===== src/axs_pkg.sv =====
// Constants and types shared by the third auxiliary regulator enable sequencer
package axs_pkg;

   localparam logic [7:0] ADDR_MASK_PRIMARY = 8'h1f;
   localparam logic [7:0] ADDR_PIN_SELECT   = 8'h20;
   localparam logic [7:0] ADDR_EDGE_DELAY   = 8'h21;
   localparam logic [7:0] REG_RESET         = 8'h00;
   localparam logic [7:0] READ_UNMAPPED     = 8'h00;

   localparam int MASK2_SHARED_BIT = 1;
   localparam int MASK2_B1_BIT     = 0;
   localparam int SEL_LSB          = 2;
   localparam int SEL_MSB          = 4;
   localparam int VOPT_BIT         = 7;
   localparam int RISE_LSB         = 0;
   localparam int RISE_MSB         = 2;
   localparam int FALL_LSB         = 3;
   localparam int FALL_MSB         = 5;
   localparam int SWAP_BIT         = 6;
   localparam int SHARE_BIT        = 7;

   localparam int CLOCK_PERIOD_NS = 10;
   localparam int TICK_PERIOD_MS  = 1;
   localparam int TICK_CYCLES     = TICK_PERIOD_MS * 1000000 / CLOCK_PERIOD_NS;

   localparam int MS_WIDTH = 7;
   localparam logic [MS_WIDTH-1:0] DELAY_MS [8] = '{7'h00, 7'h02, 7'h04, 7'h08, 7'h10, 7'h18, 7'h20, 7'h40};

   localparam logic [11:0] RAIL6_PIN_MV_FINE   = 12'h4b0;
   localparam logic [11:0] RAIL6_PIN_MV_COARSE = 12'h960;

   typedef enum logic [2:0] {
      SEL_INPUT_ONE   = 3'h0,
      SEL_INPUT_TWO   = 3'h1,
      SEL_INPUT_FIVE  = 3'h2,
      SEL_INPUT_FOUR  = 3'h3,
      SEL_INPUT_THREE = 3'h4,
      SEL_THREE_FOUR  = 3'h5,
      SEL_INPUT_SIX   = 3'h6,
      SEL_ALWAYS_ON   = 3'h7
   } axs_pin_sel_t;

   typedef enum logic [0:0] {
      DLY_IDLE = 1'h0,
      DLY_RUN  = 1'h1
   } axs_dly_state_t;

endpackage : axs_pkg


===== src/axs_delay_if.sv =====
// Carrier between the sequencer and its edge delay filter
`timescale 1ns/1ns
interface axs_delay_if;
   logic       level;
   logic [2:0] riseCode;
   logic [2:0] fallCode;
   logic       delayed;

   modport owner  (output level, output riseCode, output fallCode, input delayed);
   modport filter (input level, input riseCode, input fallCode, output delayed);
endinterface : axs_delay_if


===== src/axs_enable_seq.sv =====
// Enable sequencer for the third auxiliary regulator with neighbour enable options
`timescale 1ns/1ns
module axs_enable_seq
   import axs_pkg::*;
#(
   parameter int TICKS = TICK_CYCLES
)(
   input  wire logic        clock,
   input  wire logic        reset,
   input  wire logic        regWrite,
   input  wire logic        regRead,
   input  wire logic [7:0]  regAddr,
   input  wire logic [7:0]  regWdata,
   output logic      [7:0]  regRdata,
   input  wire logic [5:0]  controlInputs,
   input  wire logic        aux2Good,
   input  wire logic        aSwitchGood,
   input  wire logic [5:0]  railGood,
   input  wire logic        sharedRailGood,
   input  wire logic        b1SwitchGood,
   input  wire logic        sleepInput,
   input  wire logic        rail6CoarseStep,
   input  wire logic        b1SwitchLogic,
   input  wire logic        b2SwitchLogic,
   input  wire logic        firstAuxLogic,
   output logic             aux3Enable,
   output logic             b2SwitchEnable,
   output logic             firstAuxEnable,
   output logic             rail6PinVoltReq,
   output logic      [11:0] rail6PinVoltMv
);

   logic [7:0]   maskPrimary_q, maskPrimary_d;
   logic [7:0]   pinSelect_q, pinSelect_d;
   logic [7:0]   edgeDelay_q, edgeDelay_d;
   logic [7:0]   rdata_q, rdata_d;
   logic         b2Enable_q, b2Enable_d;
   logic         firstAux_q, firstAux_d;
   logic         voltReq_q, voltReq_d;
   logic [11:0]  voltMv_q, voltMv_d;
   axs_pin_sel_t pinSel;
   logic         selectedPin;
   logic [7:0]   goodPrimary;
   logic         goodOk;
   logic         enableCond;
   logic         shareOpt;
   logic         swapOpt;

   axs_delay_if dlyBus ();

   // Register file writes and reads
   always_comb
   begin
      maskPrimary_d = maskPrimary_q;
      pinSelect_d   = pinSelect_q;
      edgeDelay_d   = edgeDelay_q;
      rdata_d       = rdata_q;
      if (regWrite)
      begin
         if (regAddr == ADDR_MASK_PRIMARY)
            maskPrimary_d = regWdata;
         if (regAddr == ADDR_PIN_SELECT)
            pinSelect_d = regWdata;
         if (regAddr == ADDR_EDGE_DELAY)
            edgeDelay_d = regWdata;
      end
      if (regRead)
      begin
         if (regAddr == ADDR_MASK_PRIMARY)
            rdata_d = maskPrimary_q;
         else if (regAddr == ADDR_PIN_SELECT)
            rdata_d = pinSelect_q;
         else if (regAddr == ADDR_EDGE_DELAY)
            rdata_d = edgeDelay_q;
         else
            rdata_d = READ_UNMAPPED;
      end
   end

   always_ff @(posedge clock)
   begin
      if (reset)
      begin
         maskPrimary_q <= REG_RESET;
         pinSelect_q   <= REG_RESET;
         edgeDelay_q   <= REG_RESET;
         rdata_q       <= REG_RESET;
      end
      else
      begin
         maskPrimary_q <= maskPrimary_d;
         pinSelect_q   <= pinSelect_d;
         edgeDelay_q   <= edgeDelay_d;
         rdata_q       <= rdata_d;
      end
   end

   assign regRdata = rdata_q;

   // Enable source multiplexer
   assign pinSel = axs_pin_sel_t'(pinSelect_q[SEL_MSB:SEL_LSB]);

   always_comb
   begin
      selectedPin = 1'b0;
      unique case (pinSel)
         SEL_INPUT_ONE:   selectedPin = controlInputs[0];
         SEL_INPUT_TWO:   selectedPin = controlInputs[1];
         SEL_INPUT_FIVE:  selectedPin = controlInputs[4];
         SEL_INPUT_FOUR:  selectedPin = controlInputs[3];
         SEL_INPUT_THREE: selectedPin = controlInputs[2];
         SEL_THREE_FOUR:  selectedPin = controlInputs[2] & controlInputs[3];
         SEL_INPUT_SIX:   selectedPin = controlInputs[5];
         SEL_ALWAYS_ON:   selectedPin = 1'b1;
      endcase
   end

   // Good flags in the bit order of the first mask register
   assign goodPrimary = {aux2Good, aSwitchGood, railGood[5:0]};

   // A set mask bit forces its flag to count as good
   assign goodOk = &(goodPrimary | maskPrimary_q)
                 & (sharedRailGood | pinSelect_q[MASK2_SHARED_BIT])
                 & (b1SwitchGood | pinSelect_q[MASK2_B1_BIT]);

   // Gating before the delay means a lost flag also waits out the turn-off delay
   assign enableCond = selectedPin & goodOk;

   assign dlyBus.level    = enableCond;
   assign dlyBus.riseCode = edgeDelay_q[RISE_MSB:RISE_LSB];
   assign dlyBus.fallCode = edgeDelay_q[FALL_MSB:FALL_LSB];

   axs_edge_delay #(
      .TICKS (TICKS)
   ) edgeDelay (
      .clock (clock),
      .reset (reset),
      .dly   (dlyBus.filter)
   );

   assign aux3Enable = dlyBus.delayed;

   // Neighbour enable routing and rail six pin voltage
   assign shareOpt = edgeDelay_q[SHARE_BIT];
   assign swapOpt  = edgeDelay_q[SWAP_BIT];

   always_comb
   begin
      b2Enable_d = b2SwitchLogic;
      firstAux_d = firstAuxLogic;
      if (swapOpt)
      begin
         b2Enable_d = firstAuxLogic;
         firstAux_d = b2SwitchLogic;
      end
      else if (shareOpt)
         b2Enable_d = b1SwitchLogic;
      voltReq_d = pinSelect_q[VOPT_BIT] & controlInputs[1] & ~sleepInput;
      voltMv_d  = rail6CoarseStep ? RAIL6_PIN_MV_COARSE : RAIL6_PIN_MV_FINE;
   end

   always_ff @(posedge clock)
   begin
      if (reset)
      begin
         b2Enable_q <= 1'b0;
         firstAux_q <= 1'b0;
         voltReq_q  <= 1'b0;
         voltMv_q   <= RAIL6_PIN_MV_FINE;
      end
      else
      begin
         b2Enable_q <= b2Enable_d;
         firstAux_q <= firstAux_d;
         voltReq_q  <= voltReq_d;
         voltMv_q   <= voltMv_d;
      end
   end

   assign b2SwitchEnable  = b2Enable_q;
   assign firstAuxEnable  = firstAux_q;
   assign rail6PinVoltReq = voltReq_q;
   assign rail6PinVoltMv  = voltMv_q;

   chk_mask_include: assert property (@(posedge clock) disable iff (reset)
      (!maskPrimary_q[5] && !railGood[5]) |-> !enableCond)
      else $error("Unmasked bad rail six flag did not block enabling");

   chk_mask_map: assert property (@(posedge clock) disable iff (reset)
      (selectedPin && !aux2Good && !maskPrimary_q[7]) |-> !enableCond)
      else $error("Aux2 good flag not mapped to mask bit 7");

   chk_mask_second: assert property (@(posedge clock) disable iff (reset)
      (!pinSelect_q[1] && !sharedRailGood) || (!pinSelect_q[0] && !b1SwitchGood) |-> !enableCond)
      else $error("Second mask register flag not applied");

   chk_pin_pair: assert property (@(posedge clock) disable iff (reset)
      (pinSel == SEL_THREE_FOUR) |-> (selectedPin == (controlInputs[2] && controlInputs[3])))
      else $error("Combined input three and four selection wrong");

   chk_const_one: assert property (@(posedge clock) disable iff (reset)
      (pinSel == SEL_ALWAYS_ON && maskPrimary_q == 8'hff && pinSelect_q[1:0] == 2'h3
       && edgeDelay_q[2:0] == 3'h0) |=> aux3Enable)
      else $error("Always-on select with all masks did not enable");

   chk_rise_zero: assert property (@(posedge clock) disable iff (reset)
      ($rose(enableCond) && edgeDelay_q[2:0] == 3'h0 && !aux3Enable) |=> aux3Enable)
      else $error("Rising edge with no delay not passed in one cycle");

   chk_rise_held: assert property (@(posedge clock) disable iff (reset)
      ($rose(enableCond) && edgeDelay_q[2:0] != 3'h0 && !aux3Enable) |=> !aux3Enable [*8])
      else $error("Rising edge passed before its delay");

   chk_fall_zero: assert property (@(posedge clock) disable iff (reset)
      ($fell(enableCond) && edgeDelay_q[5:3] == 3'h0 && aux3Enable) |=> !aux3Enable)
      else $error("Falling edge with no delay not passed in one cycle");

   chk_enable_cause: assert property (@(posedge clock) disable iff (reset)
      $rose(aux3Enable) |-> $past(enableCond))
      else $error("Enable rose without its condition");

   chk_b_shared: assert property (@(posedge clock) disable iff (reset)
      (shareOpt && !swapOpt) |=> (b2SwitchEnable == $past(b1SwitchLogic)))
      else $error("Second b switch not following first");

   chk_swap_route: assert property (@(posedge clock) disable iff (reset)
      swapOpt |=> (firstAuxEnable == $past(b2SwitchLogic) && b2SwitchEnable == $past(firstAuxLogic)))
      else $error("Regulator and switch enables not swapped");

   chk_rail6_volt: assert property (@(posedge clock) disable iff (reset)
      (pinSelect_q[7] && controlInputs[1] && !sleepInput) |=> rail6PinVoltReq)
      else $error("Rail six pin voltage request missing");

   chk_rail6_coarse: assert property (@(posedge clock) disable iff (reset)
      rail6CoarseStep |=> (rail6PinVoltMv == RAIL6_PIN_MV_COARSE))
      else $error("Coarse step pin voltage not 2.4 V");

   chk_sleep_wins: assert property (@(posedge clock) disable iff (reset)
      sleepInput |=> !rail6PinVoltReq)
      else $error("Sleep did not override pin voltage");

   cov_enable_on: cover property (@(posedge clock) disable iff (reset) $rose(aux3Enable));
   cov_enable_off: cover property (@(posedge clock) disable iff (reset) $fell(aux3Enable));
   cov_swap: cover property (@(posedge clock) disable iff (reset) swapOpt && b2SwitchEnable);
   cov_volt: cover property (@(posedge clock) disable iff (reset) rail6PinVoltReq);

endmodule : axs_enable_seq


===== src/axs_edge_delay.sv =====
// Edge delay filter: rising and falling edges of a level are held off by coded millisecond delays
`timescale 1ns/1ns
module axs_edge_delay
   import axs_pkg::*;
#(
   parameter int TICKS = TICK_CYCLES
)(
   input  wire logic   clock,
   input  wire logic   reset,
   axs_delay_if.filter dly
);
   localparam int PW = $clog2(TICKS);

   axs_dly_state_t        state_q, state_d;
   logic                  out_q, out_d;
   logic [PW-1:0]         prescale_q, prescale_d;
   logic [MS_WIDTH-1:0]   msCount_q, msCount_d;
   logic [MS_WIDTH-1:0]   target;

   always_comb
   begin
      state_d    = state_q;
      out_d      = out_q;
      prescale_d = prescale_q;
      msCount_d  = msCount_q;
      target     = dly.level ? DELAY_MS[dly.riseCode] : DELAY_MS[dly.fallCode];
      unique case (state_q)
         DLY_IDLE:
         begin
            if (dly.level != out_q)
            begin
               if (target == '0)
                  out_d = dly.level;
               else
               begin
                  // Prescaler restarts on each edge so the delay is exact to a cycle
                  state_d    = DLY_RUN;
                  prescale_d = '0;
                  msCount_d  = '0;
               end
            end
         end
         DLY_RUN:
         begin
            if (dly.level == out_q)
               state_d = DLY_IDLE;
            else if (target == '0)
            begin
               // A code rewritten to no delay mid-count takes effect at once
               out_d   = dly.level;
               state_d = DLY_IDLE;
            end
            else if (prescale_q == PW'(TICKS - 1))
            begin
               prescale_d = '0;
               // Greater-or-equal ends the wait if the code is shortened mid-count
               if (msCount_q + 7'h01 >= target)
               begin
                  out_d   = dly.level;
                  state_d = DLY_IDLE;
               end
               else
                  msCount_d = msCount_q + 7'h01;
            end
            else
               prescale_d = prescale_q + PW'(1);
         end
      endcase
   end

   always_ff @(posedge clock)
   begin
      if (reset)
      begin
         state_q    <= DLY_IDLE;
         out_q      <= 1'b0;
         prescale_q <= '0;
         msCount_q  <= '0;
      end
      else
      begin
         state_q    <= state_d;
         out_q      <= out_d;
         prescale_q <= prescale_d;
         msCount_q  <= msCount_d;
      end
   end

   assign dly.delayed = out_q;

   chk_ms_bound: assert property (@(posedge clock) disable iff (reset)
      msCount_q < 7'h40)
      else $error("Millisecond count ran past the longest delay");

endmodule : axs_edge_delay


===== config.mk =====
export PLATFORM = sky130hd
export DESIGN_NAME = axs_enable_seq
export DESIGN_NICKNAME = d
export VERILOG_FILES = /design/src/axs_pkg.sv /design/src/axs_delay_if.sv /design/src/axs_enable_seq.sv /design/src/axs_edge_delay.sv
export SDC_FILE = /design/constraint.sdc
export NUM_CORES = 1
export LEC_CHECK = 0
export BUFFER_PORTS_ARGS = -buffer_cell sky130_fd_sc_hd__buf_4
export CORE_MARGIN = 2
export CORE_UTILIZATION = 60
export CTS_CLUSTER_SIZE = 16
export DETAILED_ROUTE_END_ITERATION = 8
export GPL_TIMING_DRIVEN = 0
export PLACE_DENSITY = 0.85
export SLEW_MARGIN = 10
export SYNTH_ARGS = -nofsm -noshare
export SYNTH_HDL_FRONTEND = slang
export SYNTH_HIERARCHICAL = 1
export SYNTH_SLANG_ARGS = --single-unit

===== constraint.sdc =====
create_clock -name clock -period 10.1 [get_ports clock]
set_input_delay 0.505 -clock clock [delete_from_list [all_inputs] [get_ports clock]]
set_output_delay 0.505 -clock clock [all_outputs]
set_load 0.02 [all_outputs]

==> metrics.yaml <==
outcome: "finished clean"
yosysUniqueCellTypes: 62
clock_latency_ns: 0.35
wire_per_inst_um: 15.8
p_per_area_nw_per_um2: 121
setup_viol: 0
htree_levels: 3
muxShareOfSynthArea: 0.0981
clk_pin_slew_worst_paths_ns: 0.07
worst_slew_pin_slew_ns: 0.804
synthFlopType: "dfxtp_1"
multi_input_area_sq_um: 2130
io_pins: 65
fin_util: 0.736
max-cap-violations: 0
finalCritPeriodShare: 0.384
die_area_sq_um: 6590
seq_area_sq_um: 1260
wl_met2_um: 4380
async_reset_ff_frac: 0
path_buf_inv: 3
vdd_drop_max_mv: 0.0872
top_layer_used: "met4"
cts_tree: "done"
row_count: 28
grt_antenna_before_repair: 0
nets: 538
ys_seq_area_frac: 0.353
gp_congestion: 0.909
yosys_warnings: 6
pre_cts_slack_ns: 6.11
crit_family: "compound AO/OA/AOI/OAI gates"
synth_compound_area_frac: 0.126
wl_met3_um: 610
hold_class: "primary input to flip-flop"
cp.required_ns: 10.38
path_class: "flip-flop to flip-flop"
cts_resized: 0
grt_first_pass_wirelength_um: 14400
power.leakage_nw: 1.88
drt-initial-drc-count: 282
syn_area_sq_um: 3570
routed_via_density: 5.99
critPathSlowestCell: "dfxtp_1"
crit_path_end_kind: "flip-flop"
wl_met1_um: 3860
fmax_ghz: 0.258
drc: 0
drtPass1Iterations: 5
die_x_um: 81.2
dp_cells: 553
cp.arrival_ns: 4.16
synth_top_family_by_area: "simple AND/OR/NAND/NOR gates"
hold_buffers: 0
cts_buffer_depth: 2
cp_max_fo: 10
period_minus_slack_ns: 3.88
grt_max_degree: 13
wl_um: 9010
first_global_vias: 3207
numCtsBuffers: 9
slew_headroom: 0.460
grt_setup_unrepaired: "false"
slew_viol_final: 0
fin_area_sq_um: 4310
critPathLaunchType: "flip-flop"
yosysTopAreaCell: "dfxtp_1"
die_h_um: 81.2
synth-adder-area-share: 0.0280
synthXorXnorAreaFrac: 0.0466
vias: 3411
synth_cells: 417
core_sq_um: 5850
fin_cells: 569
hpwl_um: 6500
drive_above_1_share: 0.229
synth_edf_count: 0
cts-root-buf: "clkbuf_8"
grt-ovfl-total: 0
critPathMaxStageDelay_ns: 0.38
post_dp_cell_area_sq_um: 4110
synth_top_area_frac: 0.353
ant_nets: 0
layout-area-overhead-vs-synth_pct: 20.6
skew_ns: 0.00527
finalSetupTns_ns: 0
diodes: 0
post_cts_buffers: 0
avgSynthCellArea_sq_um: 8.57
path_cells: "o22ai_1 -> nor4_1 -> nand3_1 -> a211oi_1 -> buf_2 -> clkbuf_1 -> nand3_1 -> o22a_1 -> ha_1 -> and3_1 -> a221oi_1 -> nand2_1 -> clkbuf_1 -> a41oi_1 -> mux2i_1"
netlist_top_cells_area: "dfxtp_1, mux2i_1, nor2_1"
nFillCells: 453
start_util: 0.611
hold_viol: 0
portBuffers: 57
synthSimpleGateAreaFrac: 0.292
cts.sinks: 63
grt_usage: 0.284
ys_seq_elements: 63
worst_slack_ns: 6.22
-- worst register-to-register path, stage by stage, from the launching register on --
cell and delay [ns]:
dfxtp_1 0.38, o22ai_1 0.10, nor4_1 0.34, nand3_1 0.13, a211oi_1 0.24, buf_2 0.23
clkbuf_1 0.34, nand3_1 0.15, o22a_1 0.23, ha_1 0.30, and3_1 0.20, a221oi_1 0.28
nand2_1 0.12, clkbuf_1 0.26, a41oi_1 0.31, mux2i_1 0.20
-- synth_stat cells, types with 2 or more instances --
cell,instances
and3_1,7
inv_1,8
xor2_1,13
a211o_1,2
nor2b_1,5
nand4_1,8
clkbuf_1,12
ha_1,8
o22ai_1,5
nor2_1,76
o211ai_1,5
dfxtp_1,63
a211oi_1,4
nor3_1,6
buf_4,11
o21ai_0,8
o21a_1,8
nand4b_1,2
nor3_2,2
mux2i_1,35
nor3b_1,4
nand2_1,28
nand3_1,21
xnor2_1,6
a32oi_1,2
nor4_2,9
a31oi_1,5
conb_1,2
buf_2,6
o2111ai_1,4
a21o_1,2
nand3_2,2
a21oi_1,5
nor4_1,5
-- layout make-up --
class	instances	share of cell area
tap	75	0.0218
clock inverter	7	0.0171
inverter	9	0.00784
clock buffer	9	0.0288
multi-input combinational	320	0.496
sequential	63	0.293
buffer	29	0.0366
timing repair buffer	57	0.0994
-- final timing paths --
kind / to / from / slack (ns) / cells past startpoint
max: edgeDelay/dly.delayed / maskPrimary_q[6] / 6.22 / 15
min: rail6PinVoltReq / sleepInput / 0.32 / 2
max reg2reg: edgeDelay/dly.delayed / maskPrimary_q[6] / 6.22 / 15
min reg2reg: rail6PinVoltReq / pinSelect_q[7] / 0.50 / 2
-- where the power goes --
part	switching [W]	total, W	leakage (nW)	internal [W]
sequential	0.00000202	0.000253	0.510	0.000251
combinational	0.0000257	0.0000498	1.28	0.0000241
clock	0.000106	0.000219	0.0875	0.000114
-- kinds of logic after synthesis --
| kind of cell | count (synthesis) |
|---|---|
| other cells | 2 |
| simple gates | 190 |
| compound gates | 62 |
| mux | 35 |
| flops | 63 |
| buf+inv | 38 |
| xor+xnor | 19 |
| fa+ha+maj | 8 |
-- sequential cells by signal (all words and copies together), names as in the netlist --
| register | count |
|---|---|
| b2SwitchEnable | 1 |
| edgeDelay/dly.delayed | 1 |
| edgeDelay/msCount_q | 7 |
| edgeDelay/prescale_q | 17 |
| edgeDelay/state_q | 1 |
| edgeDelay_q | 8 |
| firstAuxEnable | 1 |
| maskPrimary_q | 8 |
| pinSelect_q | 8 |
| rail6PinVoltMv | 2 |
| rail6PinVoltReq | 1 |
| regRdata | 8 |
-- through the flow --
step / total power [W] / hold WS, ns
2_1_floorplan: 0.000285 / 0.426
3_3_place_gp: 0.000307 / 0.459
3_5_place_dp: 0.000308 / 0.473
4_1_cts: 0.000525 / 0.304
5_1_grt: 0.000538 / 0.309
6_report: 0.000522 / 0.316
-- layer usage --
metal | track usage | vias up
li1 | - | 1634
met5 | 0 | -
met4 | 0.129 | 0
met2 | 0.461 | 150
met3 | 0.0667 | 22
met1 | 0.358 | 1605
-- cell usage in the layout, fill, tap and decap left out, types with 4 or more instances in the layout --
| master | Yosys | final |
|---|---|---|
| conb_1 | 2 | 6 |
| o22ai_1 | 5 | 5 |
| clkinvlp_4 | 0 | 4 |
| dfxtp_1 | 63 | 63 |
| and3_1 | 7 | 7 |
| clkbuf_1 | 12 | 12 |
| nor4_2 | 9 | 9 |
| a211oi_1 | 4 | 4 |
| inv_1 | 8 | 8 |
| nor3_1 | 6 | 6 |
| a21oi_1 | 5 | 5 |
| o211ai_1 | 5 | 5 |
| mux2i_1 | 35 | 35 |
| buf_2 | 6 | 6 |
| nand4_1 | 8 | 8 |
| nor3b_1 | 4 | 4 |
| nand2_1 | 28 | 28 |
| nor2_1 | 76 | 76 |
| nor4_1 | 5 | 5 |
| buf_4 | 11 | 68 |
| nand3_1 | 21 | 21 |
| a31oi_1 | 5 | 5 |
| o21ai_0 | 8 | 8 |
| nor2b_1 | 5 | 5 |
| xor2_1 | 13 | 13 |
| o2111ai_1 | 4 | 4 |
| clkbuf_8 | 0 | 9 |
| o21a_1 | 8 | 8 |
| xnor2_1 | 6 | 6 |
| ha_1 | 8 | 8 |
Power figures use the tool's default switching activity.
